## src/av_sync_pkg.sv

```systemverilog
// Purpose: Constants and types for the audio/video sync offset meter.
// Assumes: One clock, 32-bit register port with byte addresses.
// Notes: Times are counted in clock cycles.
package av_sync_pkg;
   localparam int COMP_W = 12;
   localparam int REG_W = 32;
   localparam int ADDR_W = 8;
   localparam int DEPTH_W = 2;
   localparam int INT_W = 3;
   localparam logic [ADDR_W-1:0] OFS_CTRL = 8'h00;
   localparam logic [ADDR_W-1:0] OFS_STATUS = 8'h04;
   localparam logic [ADDR_W-1:0] OFS_WIN_LEN = 8'h08;
   localparam logic [ADDR_W-1:0] OFS_ON_TIME = 8'h0c;
   localparam logic [ADDR_W-1:0] OFS_LO_RG = 8'h10;
   localparam logic [ADDR_W-1:0] OFS_LO_B = 8'h14;
   localparam logic [ADDR_W-1:0] OFS_HI_RG = 8'h18;
   localparam logic [ADDR_W-1:0] OFS_HI_B = 8'h1c;
   localparam logic [ADDR_W-1:0] OFS_AUD_THR = 8'h20;
   localparam logic [ADDR_W-1:0] OFS_OFFSET = 8'h24;
   localparam logic [ADDR_W-1:0] OFS_INT_STAT = 8'h28;
   localparam logic [ADDR_W-1:0] OFS_INT_MASK = 8'h2c;
   localparam int CTRL_START_BIT = 0;
   localparam int CTRL_DEPTH_LSB = 1;
   localparam int GREEN_LSB = 16;
   localparam int ST_BUSY_BIT = 0;
   localparam int ST_VALID_BIT = 1;
   localparam int ST_VID_BIT = 2;
   localparam int ST_AUD_BIT = 3;
   localparam int INT_DONE_BIT = 0;
   localparam int INT_TIMEOUT_BIT = 1;
   localparam int INT_CFG_BIT = 2;
   localparam int IDX_RED = 0;
   localparam int IDX_GREEN = 1;
   localparam int IDX_BLUE = 2;
   localparam logic [DEPTH_W-1:0] DEPTH_8 = 2'h0;
   localparam logic [DEPTH_W-1:0] DEPTH_10 = 2'h1;
   localparam logic [COMP_W-1:0] MASK_8 = 12'hff0;
   localparam logic [COMP_W-1:0] MASK_10 = 12'hffc;
   localparam logic [COMP_W-1:0] MASK_12 = 12'hfff;
   localparam logic [DEPTH_W-1:0] RST_DEPTH = 2'h2;
   localparam logic [REG_W-1:0] RST_WIN_LEN = 32'h0001_0000;
   localparam logic [REG_W-1:0] RST_ON_TIME = 32'h0000_8000;
   localparam logic [COMP_W-1:0] RST_CLR_LO = 12'h000;
   localparam logic [COMP_W-1:0] RST_CLR_HI = 12'hfff;
   typedef enum logic {ST_IDLE, ST_MEAS} meas_state_t;
endpackage

```

## src/av_sync_offset_meter.sv

```systemverilog
// Purpose: Measures the time offset between a video colour trigger and an audio level trigger.
// Assumes: Pixel and sample inputs are synchronous to clock_in.
// Notes: Results are read, and events are read and cleared, over the register port.
`timescale 1ns/1ps
module av_sync_offset_meter import av_sync_pkg::*; #(
   parameter int AUD_W = 24,
   parameter int CNT_W = 32
) (
   input wire logic clock_in,
   input wire logic rst_n_in,
   input wire logic [ADDR_W-1:0] addr_in,
   input wire logic [REG_W-1:0] wr_data_in,
   input wire logic wr_in,
   input wire logic rd_in,
   output logic [REG_W-1:0] rd_data_out,
   input wire logic pix_valid_in,
   input wire logic [COMP_W-1:0] pix_red_in,
   input wire logic [COMP_W-1:0] pix_green_in,
   input wire logic [COMP_W-1:0] pix_blue_in,
   input wire logic aud_valid_in,
   input wire logic signed [AUD_W-1:0] aud_sample_in,
   output logic busy_out,
   output logic irq_out
);

   // Clears the low bits that a reduced colour depth does not carry.
   function automatic logic [COMP_W-1:0] depth_mask(input logic [COMP_W-1:0] v,
                                                    input logic [DEPTH_W-1:0] d);
      logic [COMP_W-1:0] m;
      m = (d == DEPTH_8) ? MASK_8 : ((d == DEPTH_10) ? MASK_10 : MASK_12);
      return v & m;
   endfunction

   // True when a component lies inclusively between its bounds.
   function automatic logic in_bounds(input logic [COMP_W-1:0] v, input logic [COMP_W-1:0] lo,
                                      input logic [COMP_W-1:0] hi);
      return (lo <= v) && (v <= hi);
   endfunction

   meas_state_t state_r, state_nxt;
   logic [CNT_W-1:0] cnt_r, cnt_nxt;
   logic [CNT_W-1:0] win_r, win_nxt;
   logic [CNT_W-1:0] on_r, on_nxt;
   logic [CNT_W-1:0] vid_time_r, vid_time_nxt;
   logic [CNT_W-1:0] aud_time_r, aud_time_nxt;
   logic [CNT_W-1:0] offset_r, offset_nxt;
   logic [DEPTH_W-1:0] depth_r, depth_nxt;
   logic [COMP_W-1:0] lo_r [3];
   logic [COMP_W-1:0] lo_nxt [3];
   logic [COMP_W-1:0] hi_r [3];
   logic [COMP_W-1:0] hi_nxt [3];
   logic [AUD_W-1:0] thr_r, thr_nxt;
   logic vid_seen_r, vid_seen_nxt;
   logic aud_seen_r, aud_seen_nxt;
   logic valid_r, valid_nxt;
   logic [INT_W-1:0] int_stat_r, int_stat_nxt;
   logic [INT_W-1:0] int_mask_r, int_mask_nxt;
   logic [REG_W-1:0] rd_data_nxt;
   logic irq_nxt;
   logic [COMP_W-1:0] pix_m [3];
   logic [AUD_W-1:0] aud_mag;
   logic vid_hit;
   logic aud_hit;
   logic start_req;
   logic evt_done;
   logic evt_timeout;
   logic evt_cfg;

   always_comb begin
      pix_m[IDX_RED] = depth_mask(pix_red_in, depth_r);
      pix_m[IDX_GREEN] = depth_mask(pix_green_in, depth_r);
      pix_m[IDX_BLUE] = depth_mask(pix_blue_in, depth_r);
      vid_hit = pix_valid_in;
      for (int i = 0; i < 3; i++) begin
         vid_hit = vid_hit && in_bounds(pix_m[i], lo_r[i], hi_r[i]);
      end
      // Level is compared by magnitude, so a negative swing triggers as well.
      aud_mag = aud_sample_in[AUD_W-1] ? AUD_W'(-aud_sample_in) : aud_sample_in;
      aud_hit = aud_valid_in && (aud_mag > thr_r);
   end

   always_comb begin
      state_nxt = state_r;
      cnt_nxt = cnt_r;
      win_nxt = win_r;
      on_nxt = on_r;
      vid_time_nxt = vid_time_r;
      aud_time_nxt = aud_time_r;
      offset_nxt = offset_r;
      depth_nxt = depth_r;
      lo_nxt = lo_r;
      hi_nxt = hi_r;
      thr_nxt = thr_r;
      vid_seen_nxt = vid_seen_r;
      aud_seen_nxt = aud_seen_r;
      valid_nxt = valid_r;
      int_mask_nxt = int_mask_r;
      evt_done = 1'b0;
      evt_timeout = 1'b0;
      evt_cfg = 1'b0;
      start_req = wr_in && (addr_in == OFS_CTRL) && wr_data_in[CTRL_START_BIT];
      if (wr_in) begin
         unique case (addr_in)
            OFS_CTRL: depth_nxt = wr_data_in[CTRL_DEPTH_LSB +: DEPTH_W];
            OFS_WIN_LEN: begin
               // A window shortened mid-run could leave the counter past its end.
               if (state_r == ST_IDLE) begin
                  win_nxt = wr_data_in[CNT_W-1:0];
               end
            end
            OFS_ON_TIME: on_nxt = wr_data_in[CNT_W-1:0];
            OFS_LO_RG: begin
               lo_nxt[IDX_RED] = depth_mask(wr_data_in[COMP_W-1:0], depth_r);
               lo_nxt[IDX_GREEN] = depth_mask(wr_data_in[GREEN_LSB +: COMP_W], depth_r);
            end
            OFS_LO_B: lo_nxt[IDX_BLUE] = depth_mask(wr_data_in[COMP_W-1:0], depth_r);
            OFS_HI_RG: begin
               hi_nxt[IDX_RED] = depth_mask(wr_data_in[COMP_W-1:0], depth_r);
               hi_nxt[IDX_GREEN] = depth_mask(wr_data_in[GREEN_LSB +: COMP_W], depth_r);
            end
            OFS_HI_B: hi_nxt[IDX_BLUE] = depth_mask(wr_data_in[COMP_W-1:0], depth_r);
            OFS_AUD_THR: thr_nxt = wr_data_in[AUD_W-1:0];
            OFS_INT_MASK: int_mask_nxt = wr_data_in[INT_W-1:0];
            default: ;
         endcase
      end
      unique case (state_r)
         ST_IDLE: begin
            if (start_req) begin
               if (win_r > on_r) begin
                  state_nxt = ST_MEAS;
                  cnt_nxt = '0;
                  vid_seen_nxt = 1'b0;
                  aud_seen_nxt = 1'b0;
                  valid_nxt = 1'b0;
               end else begin
                  evt_cfg = 1'b1;
               end
            end
         end
         ST_MEAS: begin
            cnt_nxt = cnt_r + 1'b1;
            if (vid_hit && !vid_seen_r) begin
               vid_seen_nxt = 1'b1;
               vid_time_nxt = cnt_r;
            end
            if (aud_hit && !aud_seen_r) begin
               aud_seen_nxt = 1'b1;
               aud_time_nxt = cnt_r;
            end
            if (vid_seen_nxt && aud_seen_nxt) begin
               offset_nxt = vid_time_nxt - aud_time_nxt;
               valid_nxt = 1'b1;
               evt_done = 1'b1;
               state_nxt = ST_IDLE;
            end else if (cnt_r >= win_r - 1'b1) begin
               evt_timeout = 1'b1;
               state_nxt = ST_IDLE;
            end
         end
      endcase
      // A new event wins over a write-one clear in the same cycle.
      int_stat_nxt = int_stat_r;
      if (wr_in && (addr_in == OFS_INT_STAT)) begin
         int_stat_nxt = int_stat_r & ~wr_data_in[INT_W-1:0];
      end
      int_stat_nxt = int_stat_nxt | {evt_cfg, evt_timeout, evt_done};
      irq_nxt = |(int_stat_nxt & int_mask_nxt);
      rd_data_nxt = '0;
      if (rd_in) begin
         unique case (addr_in)
            OFS_CTRL: rd_data_nxt[CTRL_DEPTH_LSB +: DEPTH_W] = depth_r;
            OFS_STATUS: begin
               rd_data_nxt[ST_BUSY_BIT] = (state_r == ST_MEAS);
               rd_data_nxt[ST_VALID_BIT] = valid_r;
               rd_data_nxt[ST_VID_BIT] = vid_seen_r;
               rd_data_nxt[ST_AUD_BIT] = aud_seen_r;
            end
            OFS_WIN_LEN: rd_data_nxt[CNT_W-1:0] = win_r;
            OFS_ON_TIME: rd_data_nxt[CNT_W-1:0] = on_r;
            OFS_LO_RG: rd_data_nxt = {4'h0, lo_r[IDX_GREEN], 4'h0, lo_r[IDX_RED]};
            OFS_LO_B: rd_data_nxt[COMP_W-1:0] = lo_r[IDX_BLUE];
            OFS_HI_RG: rd_data_nxt = {4'h0, hi_r[IDX_GREEN], 4'h0, hi_r[IDX_RED]};
            OFS_HI_B: rd_data_nxt[COMP_W-1:0] = hi_r[IDX_BLUE];
            OFS_AUD_THR: rd_data_nxt[AUD_W-1:0] = thr_r;
            OFS_OFFSET: rd_data_nxt[CNT_W-1:0] = offset_r;
            OFS_INT_STAT: rd_data_nxt[INT_W-1:0] = int_stat_r;
            OFS_INT_MASK: rd_data_nxt[INT_W-1:0] = int_mask_r;
            default: ;
         endcase
      end
   end

   always_ff @(posedge clock_in) begin
      if (!rst_n_in) begin
         state_r <= ST_IDLE;
         cnt_r <= '0;
         win_r <= RST_WIN_LEN[CNT_W-1:0];
         on_r <= RST_ON_TIME[CNT_W-1:0];
         vid_time_r <= '0;
         aud_time_r <= '0;
         offset_r <= '0;
         depth_r <= RST_DEPTH;
         lo_r <= '{default: RST_CLR_LO};
         hi_r <= '{default: RST_CLR_HI};
         thr_r <= '0;
         vid_seen_r <= 1'b0;
         aud_seen_r <= 1'b0;
         valid_r <= 1'b0;
         int_stat_r <= '0;
         int_mask_r <= '0;
         rd_data_out <= '0;
         busy_out <= 1'b0;
         irq_out <= 1'b0;
      end else begin
         state_r <= state_nxt;
         cnt_r <= cnt_nxt;
         win_r <= win_nxt;
         on_r <= on_nxt;
         vid_time_r <= vid_time_nxt;
         aud_time_r <= aud_time_nxt;
         offset_r <= offset_nxt;
         depth_r <= depth_nxt;
         lo_r <= lo_nxt;
         hi_r <= hi_nxt;
         thr_r <= thr_nxt;
         vid_seen_r <= vid_seen_nxt;
         aud_seen_r <= aud_seen_nxt;
         valid_r <= valid_nxt;
         int_stat_r <= int_stat_nxt;
         int_mask_r <= int_mask_nxt;
         rd_data_out <= rd_data_nxt;
         busy_out <= (state_nxt == ST_MEAS);
         irq_out <= irq_nxt;
      end
   end
endmodule

```

## config.mk

```make
export PLATFORM = sky130hd
export DESIGN_NAME = av_sync_offset_meter
export DESIGN_NICKNAME = d
export VERILOG_FILES = /design/src/av_sync_pkg.sv /design/src/av_sync_offset_meter.sv
export SDC_FILE = /design/constraint.sdc
export NUM_CORES = 1
export LEC_CHECK = 0
export ABC_AREA = 1
export BUFFER_PORTS_ARGS = -buffer_cell sky130_fd_sc_hd__buf_2
export CAP_MARGIN = 40
export CELL_PAD_IN_SITES_DETAIL_PLACEMENT = 1
export CELL_PAD_IN_SITES_GLOBAL_PLACEMENT = 2
export CORE_ASPECT_RATIO = 0.9
export CORE_UTILIZATION = 38
export DETAILED_ROUTE_END_ITERATION = 10
export HOLD_SLACK_MARGIN = 0.1
export PLACE_DENSITY_LB_ADDON = 0.1
export SLEW_MARGIN = 20
export SYNTH_ARGS = -nofsm -noshare
export SYNTH_HDL_FRONTEND = slang
export SYNTH_SLANG_ARGS = --single-unit
```

## constraint.sdc

```tcl
create_clock -name clock_in -period 9.67 [get_ports clock_in]
set_clock_uncertainty 0.05 [all_clocks]
set_input_delay 1.934 -clock clock_in [delete_from_list [all_inputs] [get_ports clock_in]]
set_output_delay 1.934 -clock clock_in [all_outputs]
set_load 0.02 [all_outputs]
```

Word level (Yosys, flattened, before mapping)
Index checks and enable logic that the tools add are counted.
- reductions and logical operators: 30
- add/sub/neg operators: 4
- equality and inequality tests: 15
- bitwise gates (word level): 10
- mux-type cells: 42
- $lt $le $gt $ge: 9
- operators by type and width (kind ; count):
    $mux 32 ; 6
    $le 12x12->1 ; 6
    $pmux 12 s6 ; 1
    $pmux 32 s2 ; 1
    $pmux 8 s8 ; 1
    $and 12x12->12 ; 5
    $pmux 8 s5 ; 1
    $add 32x1->32 const B ; 1
    $eq 8x5->1 const B ; 4
    $eq 8x6->1 const B ; 4
    $ge 32x32->1 ; 1
    $gt 32x32->1 ; 1
    $sub 32x1->32 const B ; 1
    $sub 32x32->32 ; 1
    $gt 24x24->1 ; 1
    $mux 24 ; 1
    $neg 24->24 ; 1
    $pmux 2 s12 ; 1
    $reduce_and 2->1 ; 10
    $mux 1 ; 19
    $eq 8x4->1 const B ; 2
    $logic_and 1x1->1 ; 13
    $pmux 1 s11 ; 1
    $mux 3 ; 3
    other kinds (17) ; 24
- register bits after elaboration: 333
- input port bits: 106
- output and inout port bits: 34

Logic depth before layout (Yosys ltp)
- depth in word-level cells: 18
- depth in mapped cells: 37

Worst setup path after synthesis
OpenSTA, ideal clock, no wires.
- path kind: input -> register
- start point: in aud_sample_in[0]
- end point: reg offset_r[30]
- setup slack: 3.346 ns
- cell stages on the path: 33
- data required time: 9.500 ns
- arrival: 6.155 ns
- path through: inv_1 > ha_1 > inv_1 > nor2_1 > nand2_1 > nor3_1 > nand2_1 > nor3_2 > nand3_1 > inv_1 > a21oi_1 > xor2_1 > ha_1 > nand2_1 > nor2_1 > nand3_1 > nor2_1 > nand2_1 > nand3_2 > nand3_2 > buf_4 > buf_6 > o21ai_1 > ha_1 > inv_1 > fa_1 > a21oi_1 > o21ai_0 > a21oi_1 > nand3b_1 > nand2_1 > a21oi_1 > a21oi_1
- word-level cells in the longest chain between the ends: 9
- ends and longest elaborated chain (element ; RTL line ; source):
    start: declaration ; av_sync_offset_meter.sv:21 ; input wire logic signed [AUD_W-1:0] aud_sample_in,
    $neg 24->24 ; av_sync_offset_meter.sv:78 ; aud_mag = aud_sample_in[AUD_W-1] ? AUD_W'(-aud_sample_in) : aud_sample_in;
    $mux 24 * ; av_sync_offset_meter.sv:78 ;
    $gt 24x24->1 * ; av_sync_offset_meter.sv:79 ; aud_hit = aud_valid_in && (aud_mag > thr_r);
    $logic_and 1x1->1 * ; av_sync_offset_meter.sv:79 ;
    $logic_and 1x1->1 * ; av_sync_offset_meter.sv:147 ; if (aud_hit && !aud_seen_r) begin
    branches (longest 4 deep; another with $sub 32x32->32) ; -- ;
    end signal: assignment ; av_sync_offset_meter.sv:222 ; offset_r <= offset_nxt;
    end: declaration ; av_sync_offset_meter.sv:46 ; logic [CNT_W-1:0] offset_r, offset_nxt;
Mark *: on every way between the ends. The select of a mux whose other input is x is not followed.
A chain may end at the register's enable or synchronous reset.

Final worst setup path
- start point: in aud_sample_in[0]
- end point: reg offset_r[26]
The elaborated chain is that of the path after synthesis.

==> impl_metrics.py <==
metrics = {
    "finish": {
        "num_antenna_cells": 0,
        "fin_cells": 3781,
        "fillers": 6886,
        "area_growth_pct": 13.1,
        "drive_gt1_share_pct": 10.7,
        "nets": 3349,
        "layout_commonest_cell": "nand2_1",
        "utilization_pct": 43.5,
        "layout_common_cells": "477 x nand2_1, 422 x inv_1, 332 x dfxtp_1, 309 x a21oi_1, 301 x nor2_1",
    },
    "setup_path": {
        "startpoint": "aud_sample_in[0]",
        "worst_ep_arrival_time_ns": 7.67,
        "cpLargestDelayFamily": "simple AND/OR/NAND/NOR gates",
        "max_stage_delay_ns": 0.45,
        "critPathKind": "primary input to register",
        "critPathLaunchType": "primary input",
        "path_max_fanout": 14,
        "crit_buf_inv": 5,
        "critical-path-slowest-cell": "nand3_2",
        "r2r_cells": 29,
        "crit_top_cell": "nand2_1",
        "crit_path_end_kind": "register",
        "required_ns": 10.05,
        "path_depth": 35,
        "reg2reg_from": "depth_r[1]",
    },
    "yosys": {
        "synth_area_per_cell_um2": 7.07,
        "synth.net_count": 3255,
        "synth_cells": 2954,
        "synth_seq_cells": 333,
        "netlist_area_mm2": 0.0209,
        "synth_flop_cell": "dfxtp_1",
        "synth_seq_area_share_pct": 31.9,
        "yosysWarnings": 0,
        "synthArstFlopShare_pct": 0,
        "yosysUniqueCellTypes": 62,
        "synth_edf_count": 0,
    },
    "timing": {
        "rsz0062_at_grt": "false",
        "drv_slew": 0,
        "fmax_mhz": 137,
        "period_share_pct": 75.4,
        "worstMarginPinSlew_ns": 0.926,
        "relSlewSlack_pct": 38.3,
        "hold_violations": 0,
        "layout_min_cycle_time_ns": 7.29,
        "setup-violations-final": 0,
        "finalSetupTns_ns": 0,
    },
    "global_route": {
        "grt_pass1_wl_mm": 132,
        "antenna_found_initial": 12,
        "grtUsageTotal_pct": 31.7,
        "grt_max_degree": 86,
        "grt_overflow": 0,
        "grt_pass1_vias": 20800,
    },
    "cts": {
        "htree_levels": 2,
        "ctsResizeCount": 0,
        "postCtsHoldBufs": 0,
        "clockBufferDepth": 3,
        "cts_tree": "done",
        "clock_latency_ns": 0.57,
        "path_clk_slew_ns": 0.06,
        "clock-sinks": 333,
        "cts_made_buffers": 41,
        "cts_setup_buffers": 0,
        "cts_root_buffer": "clkbuf_16",
    },
    "routing": {
        "ant_nets": 0,
        "viasPerCell": 5.58,
        "drt_wl_total_mm": 90.1,
        "wl_per_cell_um": 23.8,
        "drt-initial-drc-count": 1713,
        "vias": 21100,
        "dr.pass1.iters": 6,
        "drc": 0,
    },
    "floorplanning": {
        "die_x_um": 249,
        "fp.dieH_um": 224,
        "core_mm2": 0.0543,
        "dieArea_mm2": 0.0559,
        "start_util_pct": 38.4,
        "ios": 140,
        "fp-row-count": 81,
    },
    "placed_design": {
        "numPortBuffers": 139,
        "place_inst": 3704,
        "dpl.hpwl_mm": 70.8,
        "gp_congestion": 0.926,
    },
    "worst_hold_path": {
        "whs_path_depth": 2,
        "hold_path.class": "register to register",
        "hold_start": "vid_seen_r",
    },
    "outcome": {
        "outcome": "completed",
    },
    "power_and_ir_drop": {
        "leakage_nw": 11.2,
        "ir_drop_mv": 0.0993,
        "powerDensity_mw_per_mm2": 136,
    },
    "job": {
        "cap_viol_max_count": 0,
    },
}
[stage by stage]
step	hold slack (ns)	setup slack [ns]	area [um2]	power, mW
floorplan	0.371	3.35	20900	1.54
global placement	0.399	1.59	22100	1.63
detailed placement	0.409	1.87	22200	1.64
CTS	0.417	2.51	23500	3.23
global route	0.442	1.97	23600	3.30
finish	0.416	2.38	23600	3.21
[routing by layer]
layer / wire, um / global-route usage (%) / vias to the layer above
met3: 7370 / 7.72 / 112
li1: - / - / 10100
met5: 41 / 0 / -
met1: 42100 / 44.3 / 10300
met4: 2000 / 7.89 / 6
met2: 38600 / 48.8 / 606
[power by group]
group          switching (mW)  internal, mW  total, mW
sequential            0.00185          1.37       1.38
combinational           0.166        0.0740      0.240
clock                   0.658         0.937       1.59
total                   0.825          2.38       3.21
[logic make-up (layout without fill, tap and decap cells)]
kind of cell / count (synthesis) / after routing / synth area share (%)
flops: 333 / 333 / 31.9
buf+inv: 560 / 682 / 10.4
xor+xnor: 74 / 74 / 3.10
compound gates: 802 / 802 / 22.0
simple gates: 984 / 984 / 20.5
mux: 6 / 6 / 0.288
fa+ha+maj: 195 / 195 / 11.7
[registers in the layout, summed over array words and instances (netlist names), 2 cells and up]
signal / count
hi_r: 36
lo_r: 36
aud_time_r: 32
cnt_r: 32
offset_r: 32
on_r: 32
rd_data_out: 32
vid_time_r: 32
win_r: 32
thr_r: 24
int_mask_r: 3
int_stat_r: 3
depth_r: 2
[synth_stat cells (7+ instances only)]
cell type | n | area (um2)
o21ai_0 | 185 | 926
nand2_1 | 477 | 1790
clkbuf_1 | 82 | 308
inv_1 | 423 | 1590
a31oi_1 | 19 | 119
o21bai_1 | 7 | 52.6
xnor2_1 | 24 | 210
xor2_1 | 50 | 438
nor4_1 | 13 | 81.3
buf_1 | 8 | 30.0
buf_2 | 17 | 85.1
a221oi_1 | 29 | 254
a21o_1 | 12 | 90.1
o21a_1 | 12 | 90.1
ha_1 | 194 | 2430
inv_2 | 18 | 67.6
nor2_1 | 302 | 1130
nand3_2 | 7 | 70.1
o211ai_1 | 35 | 263
nand3_1 | 68 | 340
nor2_2 | 14 | 87.6
o21ai_1 | 79 | 395
a21oi_2 | 21 | 184
nor3_2 | 10 | 100
dfxtp_1 | 333 | 6670
a211oi_1 | 26 | 195
o22ai_1 | 43 | 269
nand4_1 | 33 | 206
a21oi_1 | 309 | 1550
nor3_1 | 30 | 150
[path summary, 6_finish.rpt]
| check | end | slack, ns |
|---|---|---|
| worst max-delay path | offset_r[26] | 2.38 |
| worst min register to register | vid_seen_r | 0.42 |
| worst max register to register | offset_r[26] | 3.45 |
| worst min-delay path | vid_seen_r | 0.42 |
[worst reg2reg max path: cells and delay by family, from the launching register on]
family	cells	cell delay [ns]
and+or+nand+nor	14	2.05
AOI/OAI and AO/OA	6	1.41
buffers and inverters	6	1.25
adders and majority gates	2	0.65
xor gates and xnor gates	1	0.35
DFF	1	0.31
[cell type report]
type                            instances  area [um2]  area share, %
Multi-Input combinational cell       2061       12000           51.0
Timing Repair Buffer                  168        1020           4.32
Tap cell                              705         882           3.74
Clock buffer                           61        1200           5.09
Clock inverter                         10         138          0.583
Inverter                              443        1670           7.06
Sequential cell                       333        6670           28.2
(Power assumes the default switching activity.)
